[src/hdl/rcs_pkg.sv]
// Summary of operation
// 12-bit config word, bits 11-5 read zero
// bit 4 selects master-clear or digital pin
// bit 3 low turns code protection on
// bit 2 alone enables the watchdog
// bit 1 low enables pull-up, master-clear only
// bit 0 high selects the fast clock
// config reachable only from the programmer
// long startup delay only on power-up
// sleep wakes on pin change or watchdog
// top calibration location always readable
// reset starts at top, then wraps to zero
// trim register write adjusts the oscillator
// ordinary registers reset, except sleep resets; code also resets them on pin wake
// some registers keep content through resets
// status patterns for power-up and master-clear
// status patterns for watchdog and pin wake
// program counter low byte set to ones
// trim resets on power-up, converter always
// W holds calibration bits after reset
// flags tell software which reset occurred
// digital pin mode ties master-clear inactive
// delay timer long after power-up, short otherwise
// config latched once during power-up
// power-up wins over every other source
package rcs_pkg;

   // ---------------------------------------------------------------
   // timing
   // ---------------------------------------------------------------
   localparam int unsigned CLK_PERIOD_NS  = 10;         // 100 MHz system clock
   localparam int unsigned POR_DELAY_NS   = 1_125_000;  // 1.125 ms after power-up
   localparam int unsigned SUB_DELAY_NS   = 10_000;     // 10 us after later resets
   localparam int unsigned DLY_W          = 17;         // counter wide enough for power-up
   localparam int unsigned POR_DELAY_CYC  = (POR_DELAY_NS + CLK_PERIOD_NS - 1) / CLK_PERIOD_NS;
   localparam int unsigned SUB_DELAY_CYC  = (SUB_DELAY_NS + CLK_PERIOD_NS - 1) / CLK_PERIOD_NS;

   // ---------------------------------------------------------------
   // register map and field positions
   // ---------------------------------------------------------------
   localparam logic [4:0] ADDR_STATUS     = 5'h03;  // cpu_status_flags
   localparam logic [4:0] ADDR_TRIM       = 5'h05;  // oscillator_trim
   localparam logic [4:0] ADDR_CONV       = 5'h07;  // converter_control_reg
   localparam int unsigned ST_PIN_WAKE    = 7;      // pin_wake_flag position
   localparam int unsigned ST_TIME_EXP    = 4;      // time_expiry_flag position
   localparam int unsigned ST_POWERDOWN   = 3;      // powerdown_flag position
   localparam logic [7:0] TRIM_RESET      = 8'hFE;
   localparam logic [7:0] CONV_RESET      = 8'hCC;  // bits 5-4 unimplemented
   localparam logic [7:0] CONV_MASK       = 8'hCF;
   localparam logic [7:0] STATUS_POR_LOW  = 8'h00;  // unknown bits chosen as zero
   localparam logic [7:0] STATUS_SW_MASK  = 8'hE7;  // flags 4 and 3 read-only
   localparam logic [7:0] PC_RESET        = 8'hFF;
   localparam logic [7:0] PC_WRAP         = 8'h00;
   localparam logic [7:0] CAL_ADDR        = 8'hFF;  // top of program memory
   localparam logic [11:0] CFG_IMPL_MASK  = 12'h01F;
   localparam int unsigned CFG_PINFN      = 4;
   localparam int unsigned CFG_PROTECT    = 3;
   localparam int unsigned CFG_WDOG       = 2;
   localparam int unsigned CFG_PULLUP     = 1;
   localparam int unsigned CFG_FREQ       = 0;

   // ---------------------------------------------------------------
   // types
   // ---------------------------------------------------------------
   typedef struct packed {
      logic pin_function_select;      // 1 = master-clear pin
      logic protect_bit;              // 0 = code protected
      logic watchdog_enable_bit;      // 1 = watchdog running
      logic clear_pin_pullup_enable;  // 0 = pull-up on
      logic osc_freq_select;          // 1 = fast clock
   } rcs_cfg_type;

   typedef enum logic [2:0] {
      KIND_NONE,
      KIND_MASTER_CLEAR_PIN_RUN,
      KIND_MASTER_CLEAR_PIN_SLEEP,
      KIND_WDT_SLEEP,
      KIND_WDT_RUN,
      KIND_PIN_WAKE
   } rcs_kind_type;

   typedef enum logic [2:0] {
      ST_WAIT_PIN = 3'b001,
      ST_DELAY    = 3'b010,
      ST_RUN      = 3'b100
   } rcs_state_type;

endpackage

[src/hdl/rcs_top.sv]
`timescale 1ns/1ps
module rcs_top #(
   parameter logic [16:0] POR_DELAY_CYCLES = 17'(rcs_pkg::POR_DELAY_CYC)
) (
   input  wire  logic                i_clk,
   input  wire  logic                i_rst_n,          // power-on reset
   input  wire  logic                i_ce,
   // non-volatile array and programmer side
   input  wire  logic [11:0]         i_nv_config,
   input  wire  logic                i_prog_en,
   input  wire  logic                i_prog_we,
   input  wire  logic [11:0]         i_prog_wdata,
   input  wire  logic [7:0]          i_prog_mem_addr,
   output logic [11:0]               o_prog_rdata,
   output logic                      o_nv_wr,
   output logic [11:0]               o_nv_wdata,
   output logic                      o_prog_mem_read_ok,
   // pins and events
   input  wire  logic                i_master_clear_pin_pin_n,
   input  wire  logic                i_wdt_timeout,
   input  wire  logic                i_pin_change,
   input  wire  logic                i_sleep,
   input  wire  logic [7:0]          i_cal_word,
   // cpu register side
   input  wire  logic [4:0]          i_reg_addr,
   input  wire  logic                i_reg_we,
   input  wire  logic [7:0]          i_reg_wdata,
   output logic [7:0]                o_reg_rdata,
   // reset and static controls
   output logic                      o_cpu_reset,
   output logic                      o_regs_reset,
   output logic                      o_wake,
   output logic [7:0]                o_pc_low,
   output logic                      o_w_load,
   output logic [7:0]                o_w_value,
   output rcs_pkg::rcs_cfg_type      o_cfg,
   output logic                      o_pin_is_gpio,
   output logic                      o_pullup_on,
   output logic [7:0]                o_osc_trim,
   output logic [7:0]                o_conv_ctrl
);
   import rcs_pkg::*;

   // ---------------------------------------------------------------
   // state
   // ---------------------------------------------------------------
   rcs_cfg_type        cfg_reg,    cfg_next;     // latched configuration
   rcs_state_type      state_reg,  state_next;   // sequencer state
   logic [DLY_W-1:0]   dly_reg,    dly_next;     // startup delay countdown
   logic [7:0]         status_reg, status_next;  // cpu_status_flags
   logic [7:0]         trim_reg,   trim_next;    // oscillator_trim
   logic [7:0]         conv_reg,   conv_next;    // converter_control_reg
   logic [7:0]         pc_reg,     pc_next;      // program counter low byte
   logic               wld_reg,    wld_next;     // calibration load pulse
   logic [7:0]         wval_reg,   wval_next;    // literal loaded into W
   logic               rr_reg,     rr_next;      // ordinary register reset
   logic               wake_reg,   wake_next;    // wake pulse
   logic               nvw_reg,    nvw_next;     // array write strobe
   logic [11:0]        nvd_reg,    nvd_next;     // array write data
   logic [7:0]         rd_reg,     rd_next;      // cpu read data

   // ---------------------------------------------------------------
   // pin synchronisers
   // ---------------------------------------------------------------
   logic master_clear_pin_s1_reg, master_clear_pin_s2_reg;  // master-clear pin, low active
   logic wdt_s1_reg,  wdt_s2_reg;   // watchdog runs on its own oscillator
   logic wdt_d_reg;                 // previous synced level for edge

   // two flops each, plus an edge flop on the watchdog; the second stage and that edge flop feed logic
   always_ff @(posedge i_clk) begin
      if (!i_rst_n) begin
         // keep sampling the pin so a clear held through power-up is seen at release
         master_clear_pin_s1_reg <= i_master_clear_pin_pin_n;
         master_clear_pin_s2_reg <= master_clear_pin_s1_reg;
         wdt_s1_reg  <= 1'b0;
         wdt_s2_reg  <= 1'b0;
         wdt_d_reg   <= 1'b0;
      end else if (i_ce) begin
         master_clear_pin_s1_reg <= i_master_clear_pin_pin_n;
         master_clear_pin_s2_reg <= master_clear_pin_s1_reg;
         wdt_s1_reg  <= i_wdt_timeout;
         wdt_s2_reg  <= wdt_s1_reg;
         wdt_d_reg   <= wdt_s2_reg;
      end
   end

   // ---------------------------------------------------------------
   // event decode
   // ---------------------------------------------------------------
   logic         master_clear_pin_act;  // pin holds the device in reset
   logic         wdt_evt;   // one cycle per time-out
   logic         ev_any;    // any reset source this cycle
   rcs_kind_type kind;      // highest-priority source

   // in digital mode the clear function is tied inactive
   assign master_clear_pin_act = cfg_reg.pin_function_select & ~master_clear_pin_s2_reg;
   // only the config bit can stop the watchdog
   assign wdt_evt  = cfg_reg.watchdog_enable_bit & wdt_s2_reg & ~wdt_d_reg;

   // power-up is handled by the reset branch, so it always wins
   always_comb begin
      kind = KIND_NONE;
      if (master_clear_pin_act) begin
         kind = i_sleep ? KIND_MASTER_CLEAR_PIN_SLEEP : KIND_MASTER_CLEAR_PIN_RUN;
      end else if (wdt_evt) begin
         kind = i_sleep ? KIND_WDT_SLEEP : KIND_WDT_RUN;
      end else if (i_pin_change && i_sleep) begin
         kind = KIND_PIN_WAKE;
      end
   end

   // a held master-clear is seen as one event on entry only; while power-up
   // still waits for the pin, nothing may cut the long delay short
   assign ev_any = (kind != KIND_NONE) && (state_reg != ST_WAIT_PIN) &&
                   !(master_clear_pin_act && state_reg == ST_DELAY);

   // ---------------------------------------------------------------
   // status flag patterns per reset kind
   // ---------------------------------------------------------------
   function automatic logic [7:0] rcs_status_load(input rcs_kind_type k,
                                                  input logic [7:0] s);
      logic [7:0] r;
      r = s;
      unique case (k)
         KIND_MASTER_CLEAR_PIN_RUN: begin
            r[ST_PIN_WAKE] = 1'b0;
         end
         KIND_MASTER_CLEAR_PIN_SLEEP: begin
            r[ST_PIN_WAKE]  = 1'b0;
            r[ST_TIME_EXP]  = 1'b1;
            r[ST_POWERDOWN] = 1'b0;
         end
         KIND_WDT_SLEEP: begin
            r[ST_PIN_WAKE]  = 1'b0;
            r[ST_TIME_EXP]  = 1'b0;
            r[ST_POWERDOWN] = 1'b0;
         end
         KIND_WDT_RUN: begin
            r[ST_PIN_WAKE]  = 1'b0;
            r[ST_TIME_EXP]  = 1'b0;
         end
         KIND_PIN_WAKE: begin
            r[ST_PIN_WAKE]  = 1'b1;
            r[ST_TIME_EXP]  = 1'b1;
            r[ST_POWERDOWN] = 1'b0;
         end
         KIND_NONE: begin
            r = s;
         end
      endcase
      return r;
   endfunction

   // ---------------------------------------------------------------
   // sequencer and register file, next values
   // ---------------------------------------------------------------
   // master-clear and watchdog sleep resets are a resumption, so ordinary registers stay put; pin wake resets them
   logic ordinary;
   assign ordinary = (kind == KIND_MASTER_CLEAR_PIN_RUN) || (kind == KIND_WDT_RUN) ||
                     (kind == KIND_PIN_WAKE);

   always_comb begin
      cfg_next    = cfg_reg;      // fixed after power-up
      state_next  = state_reg;
      dly_next    = dly_reg;
      status_next = status_reg;
      trim_next   = trim_reg;     // survives non-power resets
      conv_next   = conv_reg;
      pc_next     = pc_reg;
      wld_next    = 1'b0;
      wval_next   = wval_reg;
      rr_next     = 1'b0;
      wake_next   = 1'b0;
      nvw_next    = 1'b0;
      nvd_next    = nvd_reg;
      rd_next     = 8'h00;        // unmapped reads return zero

      // programmer is the only path to the stored word
      if (i_prog_en && i_prog_we) begin
         nvw_next = 1'b1;
         nvd_next = i_prog_wdata & CFG_IMPL_MASK;
      end

      // software access while running
      if (state_reg == ST_RUN && i_reg_we) begin
         unique case (i_reg_addr)
            ADDR_STATUS: begin
               status_next = (i_reg_wdata & STATUS_SW_MASK) |
                             (status_reg & ~STATUS_SW_MASK);
            end
            ADDR_TRIM: begin
               trim_next = i_reg_wdata;
            end
            ADDR_CONV: begin
               conv_next = i_reg_wdata & CONV_MASK;
            end
            default: begin
               conv_next = conv_reg;
            end
         endcase
      end
      unique case (i_reg_addr)
         ADDR_STATUS: rd_next = status_reg;
         ADDR_TRIM:   rd_next = trim_reg;
         ADDR_CONV:   rd_next = conv_reg;
         default:     rd_next = 8'h00;
      endcase

      unique case (state_reg)
         // power-up: delay starts only once the pin is released
         ST_WAIT_PIN: begin
            if (!master_clear_pin_act) begin
               state_next = ST_DELAY;
            end
         end
         // countdown, restarted while the pin is still held
         ST_DELAY: begin
            if (master_clear_pin_act) begin
               dly_next = DLY_W'(SUB_DELAY_CYC);
            end else if (dly_reg <= DLY_W'(1)) begin
               state_next = ST_RUN;
               wld_next   = 1'b1;
               wval_next  = i_cal_word;  // literal sets W<7:0>
            end else begin
               dly_next = dly_reg - DLY_W'(1);
            end
         end
         ST_RUN: begin
            // first fetch after the literal wraps to zero
            if (wld_reg) begin
               pc_next = PC_WRAP;
            end
         end
         default: begin
            state_next = ST_WAIT_PIN;
         end
      endcase

      // a reset event beats status and converter writes in the same cycle; a trim write still lands
      if (ev_any) begin
         state_next  = ST_DELAY;
         dly_next    = DLY_W'(SUB_DELAY_CYC);  // short delay for every later reset
         pc_next     = PC_RESET;
         conv_next   = CONV_RESET;             // every reset
         status_next = rcs_status_load(kind, status_reg);
         rr_next     = ordinary;
         wake_next   = (kind == KIND_PIN_WAKE) || (kind == KIND_WDT_SLEEP) ||
                       (kind == KIND_MASTER_CLEAR_PIN_SLEEP);
      end
   end

   // ---------------------------------------------------------------
   // registers
   // ---------------------------------------------------------------
   // indirect, timer and result data live elsewhere and are not touched here
   always_ff @(posedge i_clk) begin
      if (!i_rst_n) begin
         cfg_reg    <= rcs_cfg_type'(i_nv_config[4:0]);
         state_reg  <= ST_WAIT_PIN;
         dly_reg    <= POR_DELAY_CYCLES;
         status_reg <= STATUS_POR_LOW | 8'h18;             // 01 1xxx
         trim_reg   <= TRIM_RESET;
         conv_reg   <= CONV_RESET;
         pc_reg     <= PC_RESET;
         wld_reg    <= 1'b0;
         wval_reg   <= 8'h00;
         rr_reg     <= 1'b1;
         wake_reg   <= 1'b0;
         nvw_reg    <= 1'b0;
         nvd_reg    <= 12'h000;
         rd_reg     <= 8'h00;
      end else if (i_ce) begin
         cfg_reg    <= cfg_next;
         state_reg  <= state_next;
         dly_reg    <= dly_next;
         status_reg <= status_next;
         trim_reg   <= trim_next;
         conv_reg   <= conv_next;
         pc_reg     <= pc_next;
         wld_reg    <= wld_next;
         wval_reg   <= wval_next;
         rr_reg     <= rr_next;
         wake_reg   <= wake_next;
         nvw_reg    <= nvw_next;
         nvd_reg    <= nvd_next;
         rd_reg     <= rd_next;
      end
   end

   // ---------------------------------------------------------------
   // outputs
   // ---------------------------------------------------------------
   // read-back shows the latched word; upper bits always zero
   assign o_prog_rdata       = {7'h00, cfg_reg} & CFG_IMPL_MASK;
   assign o_nv_wr            = nvw_reg;
   assign o_nv_wdata         = nvd_reg;
   // calibration word stays readable even when protected
   assign o_prog_mem_read_ok = cfg_reg.protect_bit ||
                               (i_prog_mem_addr == CAL_ADDR);
   assign o_reg_rdata        = rd_reg;
   assign o_cpu_reset        = (state_reg != ST_RUN);  // held while the timer runs
   assign o_regs_reset       = rr_reg;
   assign o_wake             = wake_reg;
   assign o_pc_low           = pc_reg;
   assign o_w_load           = wld_reg;
   assign o_w_value          = wval_reg;
   assign o_cfg              = cfg_reg;
   assign o_pin_is_gpio      = ~cfg_reg.pin_function_select;
   // pull-up choice counts only in master-clear mode
   assign o_pullup_on        = cfg_reg.pin_function_select &
                               ~cfg_reg.clear_pin_pullup_enable;
   assign o_osc_trim         = trim_reg;  // frequency via o_cfg
   assign o_conv_ctrl        = conv_reg;

endmodule

[config.mk]
export PLATFORM = sky130hd
export DESIGN_NAME = rcs_top
export DESIGN_NICKNAME = d
export VERILOG_FILES = /design/src/hdl/rcs_pkg.sv /design/src/hdl/rcs_top.sv
export SDC_FILE = /design/constraint.sdc
export NUM_CORES = 1
export LEC_CHECK = 0
export BUFFER_PORTS_ARGS = -buffer_cell sky130_fd_sc_hd__buf_2
export CORE_ASPECT_RATIO = 0.6
export CORE_MARGIN = 10
export CORE_UTILIZATION = 44
export CTS_CLUSTER_DIAMETER = 40
export DETAILED_ROUTE_END_ITERATION = 16
export GPL_ROUTABILITY_DRIVEN = 0
export GPL_TIMING_DRIVEN = 0
export PLACE_DENSITY = 0.73
export SETUP_SLACK_MARGIN = 0.2
export SLEW_MARGIN = 20
export SYNTH_ARGS = -nofsm -noshare
export SYNTH_HDL_FRONTEND = slang
export SYNTH_SLANG_ARGS = --single-unit
[constraint.sdc]
create_clock -name i_clk -period 5.9 [get_ports i_clk]
set_input_delay 1.18 -clock i_clk [delete_from_list [all_inputs] [get_ports i_clk]]
set_output_delay 1.18 -clock i_clk [all_outputs]
set_load 0.02 [all_outputs]
## After elaboration in Yosys (flattened, before gate mapping)

Index checks and enable logic that the tools add are counted.

- Register bits after elaboration: 87
- Input bits: 63
- Output and inout bits: 77
- Logic and storage cells: 134

- $add $sub $neg: 1
- $lt $le $gt $ge: 1
- Equal/unequal tests: 23
- Multiplexer cells: 37
- Bitwise operators: 11
- Reductions and logical operators: 35

Operator list:

| kind | count |
|---|---|
| $mux 8 | 9 |
| $mux 17 | 4 |
| $mux 3 | 8 |
| $pmux 8 s3 | 1 |
| $reduce_and 4->1 | 5 |
| $le 17x1->1 const B | 1 |
| $sub 17x1->17 const B | 1 |
| $ne 3x3->1 const B | 5 |
| $reduce_and 3->1 | 4 |
| $reduce_bool 2->1 | 6 |
| $mux 1 | 11 |
| $eq 5x3->1 const B | 2 |
| $eq 3x2->1 const B | 3 |
| $eq 3x3->1 const B | 3 |
| $pmux 3 s3 | 1 |
| $eq 8x8->1 const B | 1 |
| $or 8x5->8 | 1 |
| $eq 3x1->1 const B | 2 |
| $logic_and 1x1->1 | 6 |
| $ne 2x2->1 const B | 3 |
| $not 1->1 | 6 |
| $eq 5x2->1 const B | 1 |
| $logic_or 1x1->1 | 5 |
| $reduce_and 5->1 | 1 |
| other kinds (13) | 18 |

## Logic depth before layout (Yosys ltp)

Gate-level depths: netlist (run 1).

- Depth after elaboration: 9
- Mapped depth: 8
- Depth with buffers taken out: 7

## Worst setup path before layout (run 1)

Ideal clock, no wire load.

- Kind: input -> output
- Start: input port i_prog_mem_addr[6]
- End: output port o_prog_mem_read_ok
- Arrival: 1.620 ns
- Required time: 4.720 ns
- Slack: 3.100 ns
- Cell stages on the path: 2
- Cell sequence: nand4_1 > o21bai_1

- Word-level cells in the longest chain between the ends: 2

Ends and longest elaborated chain:

| item | line | RTL |
|---|---|---|
| start: declaration | rcs_top.sv:13 | `input wire logic [7:0] i_prog_mem_addr,` |
| $eq 8x8->1 | rcs_top.sv:299 | `(i_prog_mem_addr == CAL_ADDR);` |
| $logic_or 1x1->1 | rcs_top.sv:298 | `assign o_prog_mem_read_ok = cfg_reg.protect_bit \|\|` |
| end: declaration | rcs_top.sv:17 | `output logic o_prog_mem_read_ok,` |

Every way passes these cells.

## Final worst setup path (run 1)

- Start: input port i_prog_mem_addr[7]
- End: output port o_prog_mem_read_ok

Same word-level chain as after synthesis.

==> out/qor.yml, run 1 <==
worst_hold_path:
  worstHoldPathCells: 0
  min_path_type: "flop to flop"
power_and_ir_drop:
  vdd_drop_max_mv: 0.169
  seqPwrFrac_pct: 41.9
  switching_share_pct: 27.2
  p_clk_share_pct: 42.2
  comb_power_share_pct: 15.9
  p_sw_mw: 0.379
  p_leak_nw: 2.07
  total_power_mw: 1.39
  p_int_mw: 1.01
  p_per_area_nw_per_um2: 290
logic_synthesis:
  synth.ff_latch_count: 78
  yosysSeqAreaShare_pct: 43.4
  synth.most_common_cell: "dfxtp_1"
  yosys.area.top_type_share_pct: 37.8
  async_reset_ff_share_pct: 0
  synthCells: 405
  synth_area_um2: 3760
  yosys_warnings: 0
  yosysUniqueCellTypes: 55
  synthTopCellsByCount: "dfxtp_1, nand2_1, nor2_1"
  ys.flop_type: "dfxtp_1"
  yosysTopAreaCell: "dfxtp_1"
  synth_area_leaders: "dfxtp_1, mux2i_1, buf_4"
  synth-edff-count: 7
  avgSynthCellArea_um2: 9.27
routing:
  viasPerCell: 5.23
  highest_layer: "met4"
  dr_wl_met3_um: 1290
  dr_wl_met2_um: 4460
  wire_per_inst_um: 16.8
  totalWireLength_um: 10900
  drtPass1Iterations: 5
  drc: 0
  final_antenna_net_count: 0
  wl_met1_um: 5080
  vias: 3404
  drtIter0Drc: 291
place:
  portBuffers: 107
  place_area_um2: 4480
  post-dp-hpwl_um: 8660
  pre_cts_ws_ns: 2.75
  dp_cells: 635
die:
  die_w_um: 139
  die_h_um: 91.6
  start_util_pct: 46.4
  pin_count: 140
  coreArea_um2: 8100
  std_cell_rows: 25
  die_area_um2: 12800
clock_tree:
  clockRootBuffer: "clkbuf_16"
  post-cts-setup-buffers: 0
  path_clk_slew_ns: 0.06
  htreeDepth: 3
  tritoncts: "yes"
  clkSinkCount: 78
  cts_hold_buf: 0
  numCtsBuffers: 9
  insertion_delay_ns: 0.34
  cts_resized: 0
  clock_path_buffers: 2
grt:
  grt_pass1_wl_um: 17800
  grtUsageTotal_pct: 16.9
  grt_max_degree: 15
  antenna_found_initial: 1
  grt_pass1_vias: 3486
  grt-ovfl-total: 0
cells_and_area:
  post-route-util_pct: 59.2
  largest_reg_flops: 17
  finalNonFillerCells: 651
  syn_to_final_growth_pct: 27.7
  fillerInstances: 743
  drive_above_1_share_pct: 33.0
  fin_nets: 603
  post-route-cell-area_um2: 4800
  n_antenna_cell: 0
outcome:
  status: "complete, no violations"
worst_setup_path:
  regToRegSetupSlack_ns: 3.63
  worstSetupStartpointType: "input pin"
  cp.arrival_ns: 1.66
  required_ns: 4.72
  end_kind: "output port"
  rr_worst_depth: 7
  cp_max_fo: 1
  crit_type: "input pin to output port"
timing:
  relSlewSlack_pct: 42.3
  final.setup_skew_ns: 0.0109
  setup_viol: 0
  worstMarginPinSlew_ns: 0.865
  hold_viol: 0
  postLayoutSetupSlackWorst_ns: 3.06
  period_share_pct: 48.1
  fin_crit_ns: 2.84
  slew_viol_final: 0
  max_freq_ghz: 0.353
  rsz0062_at_grt: "no"
  hold_ws_ns: 0.414
  fin_tns_setup_ns: 0
job:
  maxCapViolations: 0
==> placed cells by master (no fill, tap or decap), types with 6 or more instances in the layout <==
| master | count |
|---|---|
| buf_2 | 112 |
| dfxtp_1 | 71 |
| nand2_1 | 45 |
| nor2_1 | 42 |
| mux2i_1 | 34 |
| buf_4 | 28 |
| o21ai_0 | 22 |
| conb_1 | 16 |
| a21oi_1 | 13 |
| nand3_1 | 12 |
| clkbuf_1 | 11 |
| clkbuf_16 | 9 |
| xnor2_1 | 8 |
| a22oi_1 | 8 |
| inv_1 | 7 |
| nor3_1 | 7 |
| edfxtp_1 | 7 |
| nand2b_1 | 6 |
| xor2_1 | 6 |
| mux2_2 | 6 |
==> critical path: stages <==
cell and delay [ns]:
buf_2 0.08, nand4_1 0.08, o21bai_1 0.13, buf_2 0.18
==> power by group through the flow <==
stage	Clock (mW)	Sequential [mW]	Combinational [mW]
finish	0.587	0.582	0.222
global placement	0	0.592	0.210
detailed placement	0	0.593	0.216
CTS	0.595	0.582	0.217
floorplan	0	0.597	0.144
global route	0.622	0.586	0.242
==> routing by layer <==
layer,vias to the layer above,global-route usage (%)
li1,1652,-
met1,1565,21.6
met2,176,24.1
met4,0,5.28
met3,11,8.74
met5,-,0
==> cells by family (layout without fill, tap and decap cells) <==
| kind of cell | Yosys count | count (layout) | share of synthesized area [%] |
|---|---|---|---|
| DFF | 78 | 78 | 43.4 |
| muxes | 40 | 40 | 10.9 |
| other | 1 | 16 | 0.0998 |
| AOI/OAI and AO/OA | 74 | 74 | 13.9 |
| and+or+nand+nor | 143 | 143 | 19.5 |
| adders and majority gates | 2 | 2 | 0.666 |
| xor gates and xnor gates | 14 | 14 | 3.26 |
| buffers and inverters | 53 | 176 | 8.29 |
==> cell type report <==
cell class / count / area [µm²] / area share, %
tap: 108 / 135 / 2.82
timing repair buffer: 107 / 536 / 11.2
multi-input combinational: 289 / 1870 / 39.0
inverter: 9 / 33.8 / 0.704
clock inverter: 6 / 85.1 / 1.77
sequential: 78 / 1630 / 34.0
clock buffer: 10 / 229 / 4.77
buffer: 44 / 278 / 5.79
==> path summary, 6_finish.rpt <==
kind	endpoint	startpoint
min reg2reg	master_clear_pin_s2_reg	master_clear_pin_s1_reg
max reg2reg	status_reg[3]	master_clear_pin_s2_reg
max	o_prog_mem_read_ok	i_prog_mem_addr[7]
min	master_clear_pin_s2_reg	master_clear_pin_s1_reg
(Power assumes the default switching activity.)
==> inputs of run 2 (changes only) <==
--- a/config.mk
+++ b/config.mk
@@ -13,7 +13,7 @@
 export DETAILED_ROUTE_END_ITERATION = 16
 export GPL_ROUTABILITY_DRIVEN = 0
 export GPL_TIMING_DRIVEN = 0
-export PLACE_DENSITY = 0.73
+export PLACE_DENSITY = 0.75
 export SETUP_SLACK_MARGIN = 0.2
 export SLEW_MARGIN = 20
 export SYNTH_ARGS = -nofsm -noshare
==> constraint.sdc (replaced) <==
create_clock -name i_clk -period 2.3 [get_ports i_clk]
set_input_delay 0.46 -clock i_clk [delete_from_list [all_inputs] [get_ports i_clk]]
set_output_delay 0.46 -clock i_clk [all_outputs]
set_load 0.02 [all_outputs]
==> run 2 against run 1 <==
  * Critical path depth increased by 4
  * Flip-flop and latch count unchanged
  * Die area unchanged
  * Count of clock-buffer cells in the layout increased by 3
  * Final area increased by 3.2%
  * Via count increased by 4.8%
  * First-iteration DRC count increased by 3.4%
  * Clock skew decreased by 0.0053 ns
  * Power increased to 2.5 times the previous value
  * Largest power group is now registers
==> out/qor.yml, run 2 (synthesis gave the netlist of run 1 again) <==
outcome:
  status: "complete, no violations"  # unchanged
grt:
  antenna_found_initial: 0  # was 1
  grtUsageTotal_pct: 16.9  # about the same
  grt_pass1_wl_um: 17800  # about the same
  use_met1_pct: 21.0  # was 21.6%
  grt_max_degree: 15  # unchanged
  grt_pass1_vias: 3506  # was 3,486
  grt_use_met3_pct: 8.94  # was 8.74%
  gr-max-usage-layer: "met2"  # unchanged
  grt_util_met2_pct: 25.2  # was 24.1%
  grt-ovfl-total: 0  # unchanged
power_and_ir_drop:
  p_leak_nw: 2.13  # was 2.07 nW
  total_power_mw: 3.48  # was 1.39 mW
  p_per_area_nw_per_um2: 702  # was 290 nW/µm²
  vdd_drop_max_mv: 0.489  # was 0.169 mV
timing:
  fin_crit_ns: 2.07
  worstMarginPinSlew_ns: 0.877  # was 0.865 ns
  rsz0062_at_grt: "yes"  # was no
  period_share_pct: 90.0
  hold_ws_ns: 0.297  # was 0.414 ns
  slew_viol_final: 0  # unchanged
  hold_viol: 0  # unchanged
  relSlewSlack_pct: 41.5  # was 42.3%
  setup_viol: 0  # unchanged
  final.setup_skew_ns: 0.00564  # was 0.0109 ns
  max_freq_ghz: 0.483
routing:
  drc: 0  # unchanged
  final_antenna_net_count: 0  # unchanged
  wire_per_inst_um: 17.5  # was 16.8 µm
  drtIter0Drc: 301  # was 291
  viasPerCell: 5.41  # was 5.23
  totalWireLength_um: 11500  # was 10,900 µm
  drtPass1Iterations: 5  # unchanged
  vias: 3568  # was 3,404
cells_and_area:
  final_cell_mix: "buf_2, dfxtp_1, nand2_1, nor2_1, buf_4"  # was buf_2, dfxtp_1, nand2_1, nor2_1, mux2i_1
  post-route-cell-area_um2: 4950  # was 4800 µm²
  fin_nets: 611  # was 603
  drive_above_1_share_pct: 37.2  # was 33.0%
  layout_commonest_cell: "buf_2"  # unchanged
  n_antenna_cell: 0  # unchanged
  largest_reg_flops: 17  # unchanged
  post-route-util_pct: 61.1  # was 59.2%
  syn_to_final_growth_pct: 31.8  # was 27.7%
worst_setup_path:
  worstSetupStartpointType: "flop"  # was input pin
  required_ns: 2.49  # was 4.72 ns
  cp.arrival_ns: 2.26  # was 1.66 ns
  timing.critical_path.mode_cell: "a211oi_1"  # was buf_2
  crit_start: "dly_reg[1]"  # was i_prog_mem_addr[7]
  crit_type: "flop to flop"  # was input pin to output port
  worst_path_max_delay_cell: "a2111oi_2"  # was buf_2
  timing.rr.start: "dly_reg[1]"  # was master_clear_pin_s2_reg
  path_delay_family: "compound AO/OA/AOI/OAI gates"  # was buffers and inverters
  path_buf_inv: 2  # unchanged
  cpPeakStageDelay_ns: 0.41  # was 0.18 ns
  cp_max_fo: 4  # was 1
  end_kind: "flop"  # was output port
  crit_chain: "inv_1, ha_1, o2111a_2, a2111oi_2, a211oi_2, buf_4, a211oi_1, a211oi_1"  # was buf_2, nand4_1, o21bai_1, buf_2
job:
  maxCapViolations: 0  # unchanged
die:
  die_h_um: 91.6  # unchanged
  die_w_um: 139  # unchanged
  pin_count: 140  # unchanged
  std_cell_rows: 25  # unchanged
  die_area_um2: 12800  # unchanged
  start_util_pct: 46.4  # unchanged
  coreArea_um2: 8100  # unchanged
place:
  portBuffers: 107  # unchanged
  post-dp-hpwl_um: 8540  # was 8660 µm
  place_area_um2: 4480  # unchanged
clock_tree:
  clockRootBuffer: "clkbuf_16"  # unchanged
  clkSinkCount: 78  # unchanged
  htreeDepth: 3  # unchanged
  tritoncts: "yes"  # unchanged
  numCtsBuffers: 9  # unchanged
  path_clk_slew_ns: 0.06  # about the same
  clock_path_buffers: 2  # unchanged
  cts_hold_buf: 0  # unchanged
  insertion_delay_ns: 0.33  # was 0.34 ns
worst_hold_path:
  worstHoldStart: "i_nv_config[3]"  # was master_clear_pin_s1_reg
  min_path_type: "input pin to flop"  # was flop to flop
[run 2: cell count changes in the layout (fill, tap and decap cells not counted), moves of 3 or more]
cell      previous run  this run
nand3_2              0         3
nand3_1             12         9
clkbuf_8             0         3
buf_2              112       109
buf_4               28        37
[run 2: what timing repair did]
action                                  CTS  global route
endpoints found under the setup margin   14            49
gates resized for setup                   3            31
setup buffers                             0             8
endpoints found under the hold margin     0             0
cloned                                    0             0
pin swaps                                 2             9
[run 2: per-layer routing]
layer  share of wire, %  routed length (µm)
met5                  0                   0
met4                1.3                 150
met3                 13                1510
met2                 43                4920
met1                 43                4930
[run 2: worst paths after layout]
path | end | slack [ns] | cells past startpoint
max reg2reg | state_reg[2] | 0.23 | 8
min reg2reg | master_clear_pin_s2_reg | 0.42 | 0
min | o_cfg[3] | 0.30 | 1
max | state_reg[2] | 0.23 | 8
[run 2: worst register-to-register path, cell delays in order (launching register included)]
cell and delay (ns):
dfxtp_1 0.40, inv_1 0.09, ha_1 0.22, o2111a_2 0.33, a2111oi_2 0.41, a211oi_2 0.09, buf_4 0.17, a211oi_1 0.17
a211oi_1 0.06
[run 2: cell type report]
type                       count  area, µm²
buffer                        44        297
clock buffer                  13        270
clock inverter                 3       18.8
fill                         689       3150
inverter                       9       33.8
multi-input combinational    289       1960
sequential                    78       1630
tap                          108        135
timing repair buffer         115        608
[run 2: where the power goes]
group | total [mW] | switching [mW] | internal (mW)
clock network | 1.36 | 0.539 | 0.817
logic | 0.621 | 0.380 | 0.240
registers | 1.50 | 0.0632 | 1.44
[run 2: through the flow]
stage / instances / setup WS (ns) / setup TNS, ns
finish: 659 / 0.230 / 0
CTS: 651 / 0.202 / 0
global placement: 635 / -0.153 / -0.729
detailed placement: 635 / -0.224 / -1.46
global route: 659 / 0.0831 / 0
floorplan: 420 / 0.334 / 0
==> inputs of run 3 (changes only) <==
--- a/config.mk
+++ b/config.mk
@@ -7,13 +7,12 @@
 export LEC_CHECK = 0
 export BUFFER_PORTS_ARGS = -buffer_cell sky130_fd_sc_hd__buf_2
 export CORE_ASPECT_RATIO = 0.6
-export CORE_MARGIN = 10
 export CORE_UTILIZATION = 44
 export CTS_CLUSTER_DIAMETER = 40
 export DETAILED_ROUTE_END_ITERATION = 16
 export GPL_ROUTABILITY_DRIVEN = 0
-export GPL_TIMING_DRIVEN = 0
-export PLACE_DENSITY = 0.75
+export GPL_TIMING_DRIVEN = 1
+export PLACE_DENSITY = 0.73
 export SETUP_SLACK_MARGIN = 0.2
 export SLEW_MARGIN = 20
 export SYNTH_ARGS = -nofsm -noshare
==> constraint.sdc (replaced) <==
create_clock -name i_clk -period 2.6 [get_ports i_clk]
set_input_delay 0.52 -clock i_clk [delete_from_list [all_inputs] [get_ports i_clk]]
set_output_delay 0.52 -clock i_clk [all_outputs]
set_load 0.02 [all_outputs]
==> run 3 against run 2 <==
  * Global-route usage rose by 4.5 points
  * Maximum frequency shrank 5.6%
  * Sequential share of layout area up 2.6 points
  * Combinational power decreased by 29%
  * Critical path depth fell by 2
  * Register-to-register slack better by 0.18 ns
  * Via count is 7.8% lower
  * Hold slack better by 0.060 ns
  * Routed wire length is 21% lower
  * Non-clock buffer count is 40 lower
  * Count of clock-buffer cells in the layout down 3
  * Power shrank 14%
==> out/qor.yml, run 3 (synthesis gave the netlist of run 1 again) <==
outcome:
  status: "complete, no violations"  # unchanged
worst_setup_path:
  end_kind: "flop"  # unchanged
  path_delay_family: "simple AND/OR/NAND/NOR gates"  # was compound AO/OA/AOI/OAI gates
  crit_chain: "nand2b_1, nand3_1, and3_1, nor2_1, or4_1, nand3_1"  # was inv_1, ha_1, o2111a_2, a2111oi_2, a211oi_2, buf_4, a211oi_1, a211oi_1
  cpPeakStageDelay_ns: 0.52  # was 0.41 ns
  timing.rr.start: "master_clear_pin_s2_reg"  # was dly_reg[1]
  cp.arrival_ns: 2.47  # was 2.26 ns
  reg2reg_to: "dly_reg[4]"  # was state_reg[2]
  required_ns: 2.88  # was 2.49 ns
  timing.critical_path.mode_cell: "nand3_1"  # was a211oi_1
  regToRegSetupSlack_ns: 0.41  # was 0.23 ns
  cp_max_fo: 9  # was 4
  worstSetupStartpointType: "flop"  # unchanged
  worst_path_max_delay_cell: "or4_1"  # was a2111oi_2
  path_buf_inv: 0  # was 2
  crit_type: "flop to flop"  # unchanged
  rr_worst_depth: 6  # was 8
timing:
  final.setup_skew_ns: 0.00596  # was 0.00564 ns
  slew_viol_final: 0  # unchanged
  hold_viol: 0  # unchanged
  relSlewSlack_pct: 49.1  # was 41.5%
  postLayoutSetupSlackWorst_ns: 0.409  # was 0.230 ns
  fin_tns_setup_ns: 0  # unchanged
  rsz0062_at_grt: "no"  # was yes
  fin_crit_ns: 2.19  # was 2.07 ns
  max_freq_ghz: 0.456  # was 0.483 GHz
  setup_viol: 0  # unchanged
  worstMarginPinSlew_ns: 0.760  # was 0.877 ns
  period_share_pct: 84.3  # was 90.0%
die:
  coreArea_um2: 8070  # was 8100 µm²
  die_area_um2: 8920  # was 12,800 µm²
  die_h_um: 73.6  # was 91.6 µm
  die_w_um: 121  # was 139 µm
  pin_count: 140  # unchanged
  std_cell_rows: 25  # unchanged
  start_util_pct: 46.5  # was 46.4%
clock_tree:
  numCtsBuffers: 9  # unchanged
  clock_path_buffers: 2  # unchanged
  tritoncts: "yes"  # unchanged
  cts_hold_buf: 0  # unchanged
  htreeDepth: 3  # unchanged
  insertion_delay_ns: 0.34  # was 0.33 ns
  post-cts-setup-buffers: 0  # unchanged
  clkSinkCount: 78  # unchanged
  clockRootBuffer: "clkbuf_16"  # unchanged
  path_clk_slew_ns: 0.06  # about the same
power_and_ir_drop:
  vdd_drop_max_mv: 0.380  # was 0.489 mV
  p_leak_nw: 1.94  # was 2.13 nW
  total_power_mw: 3.00  # was 3.48 mW
  p_per_area_nw_per_um2: 654  # was 702 nW/µm²
cells_and_area:
  n_antenna_cell: 0  # unchanged
  syn_to_final_growth_pct: 22.2  # was 31.8%
  finalNonFillerCells: 619  # was 659
  largest_reg_flops: 17  # unchanged
  fin_nets: 571  # was 611
  layout_commonest_cell: "buf_2"  # unchanged
  drive_above_1_share_pct: 31.1  # was 37.2%
  post-route-util_pct: 56.9  # was 61.1%
  final_cell_mix: "buf_2, dfxtp_1, nand2_1, nor2_1, mux2i_1"  # was buf_2, dfxtp_1, nand2_1, nor2_1, buf_4
routing:
  drc: 0  # unchanged
  final_antenna_net_count: 0  # unchanged
  totalWireLength_um: 9120  # was 11,500 µm
  wire_per_inst_um: 14.7  # was 17.5 µm
  drtPass1Iterations: 5  # unchanged
  viasPerCell: 5.32  # was 5.41
  vias: 3291  # was 3,568
  drtIter0Drc: 225  # was 301
worst_hold_path:
  min_to: "o_cfg[2]"  # was o_cfg[3]
  min_path_type: "input pin to flop"  # unchanged
  worstHoldStart: "i_nv_config[2]"  # was i_nv_config[3]
  worstHoldPathCells: 1  # unchanged
grt:
  grt-ovfl-total: 0  # unchanged
  grt_max_degree: 38  # was 15
  grt_pass1_vias: 2957  # was 3,506
  grt_pass1_wl_um: 14500  # was 17,800 µm
  antenna_found_initial: 0  # unchanged
  grtUsageTotal_pct: 21.5  # was 16.9%
place:
  portBuffers: 109  # was 107
  dp_cells: 603  # was 635
  pre_cts_ws_ns: 0.313  # was -0.224 ns
  post-dp-hpwl_um: 6690  # was 8540 µm
job:
  maxCapViolations: 0  # unchanged
## run 3: report_power, final
part	switching, mW	total, mW	internal, mW
combinational	0.275	0.439	0.163
sequential	0.0704	1.34	1.27
clock	0.481	1.22	0.741
total	0.827	3.00	2.17
## run 3: timing repair
item	CTS	global route
resized for setup	0	2
endpoints found under the setup margin	0	3
endpoints found under the hold margin	0	0
## run 3: how the worst max path moves through the flow
stage	depth (start not counted)	slack, ns	endpoint	from
floorplan	7	0.57	status_reg[2]	i_reg_addr[4]
finish	6	0.41	dly_reg[4]	master_clear_pin_s2_reg
global route	7	0.27	state_reg[2]	dly_reg[1]
CTS	6	0.37	o_w_value[6]	dly_reg[4]
global placement	8	0.33	o_w_value[0]	i_ce
detailed placement	8	0.31	o_w_value[6]	i_ce
## run 3: metrics by stage
| stage | instance area (µm²) | hold WS (ns) |
|---|---|---|
| 2_1_floorplan | 3810 | 0.400 |
| 3_3_place_gp | 4290 | 0.403 |
| 3_5_place_dp | 4290 | 0.409 |
| 4_1_cts | 4580 | 0.345 |
| 5_1_grt | 4590 | 0.343 |
| 6_report | 4590 | 0.357 |
## run 3: area by class of cell
cell class,count,area (µm²)
clock inverter,6,61.3
sequential,78,1630
fill,717,3480
timing repair buffer,119,621
tap,108,135
inverter,9,33.8
clock buffer,10,229
multi-input combinational,289,1880
## run 3: layer usage
metal	vias to the layer above	track usage (%)	wire (µm)
met5	-	0	0
met1	1534	30.9	4410
met2	144	30.2	3760
met3	14	7.22	856
met4	0	6.04	90
li1	1599	-	-
## run 3: worst register-to-register path: cells and delay by family (launching register included)
family | cells | cell delay (ns)
flip-flops | 1 | 0.40
AND/OR/NAND/NOR | 6 | 1.73
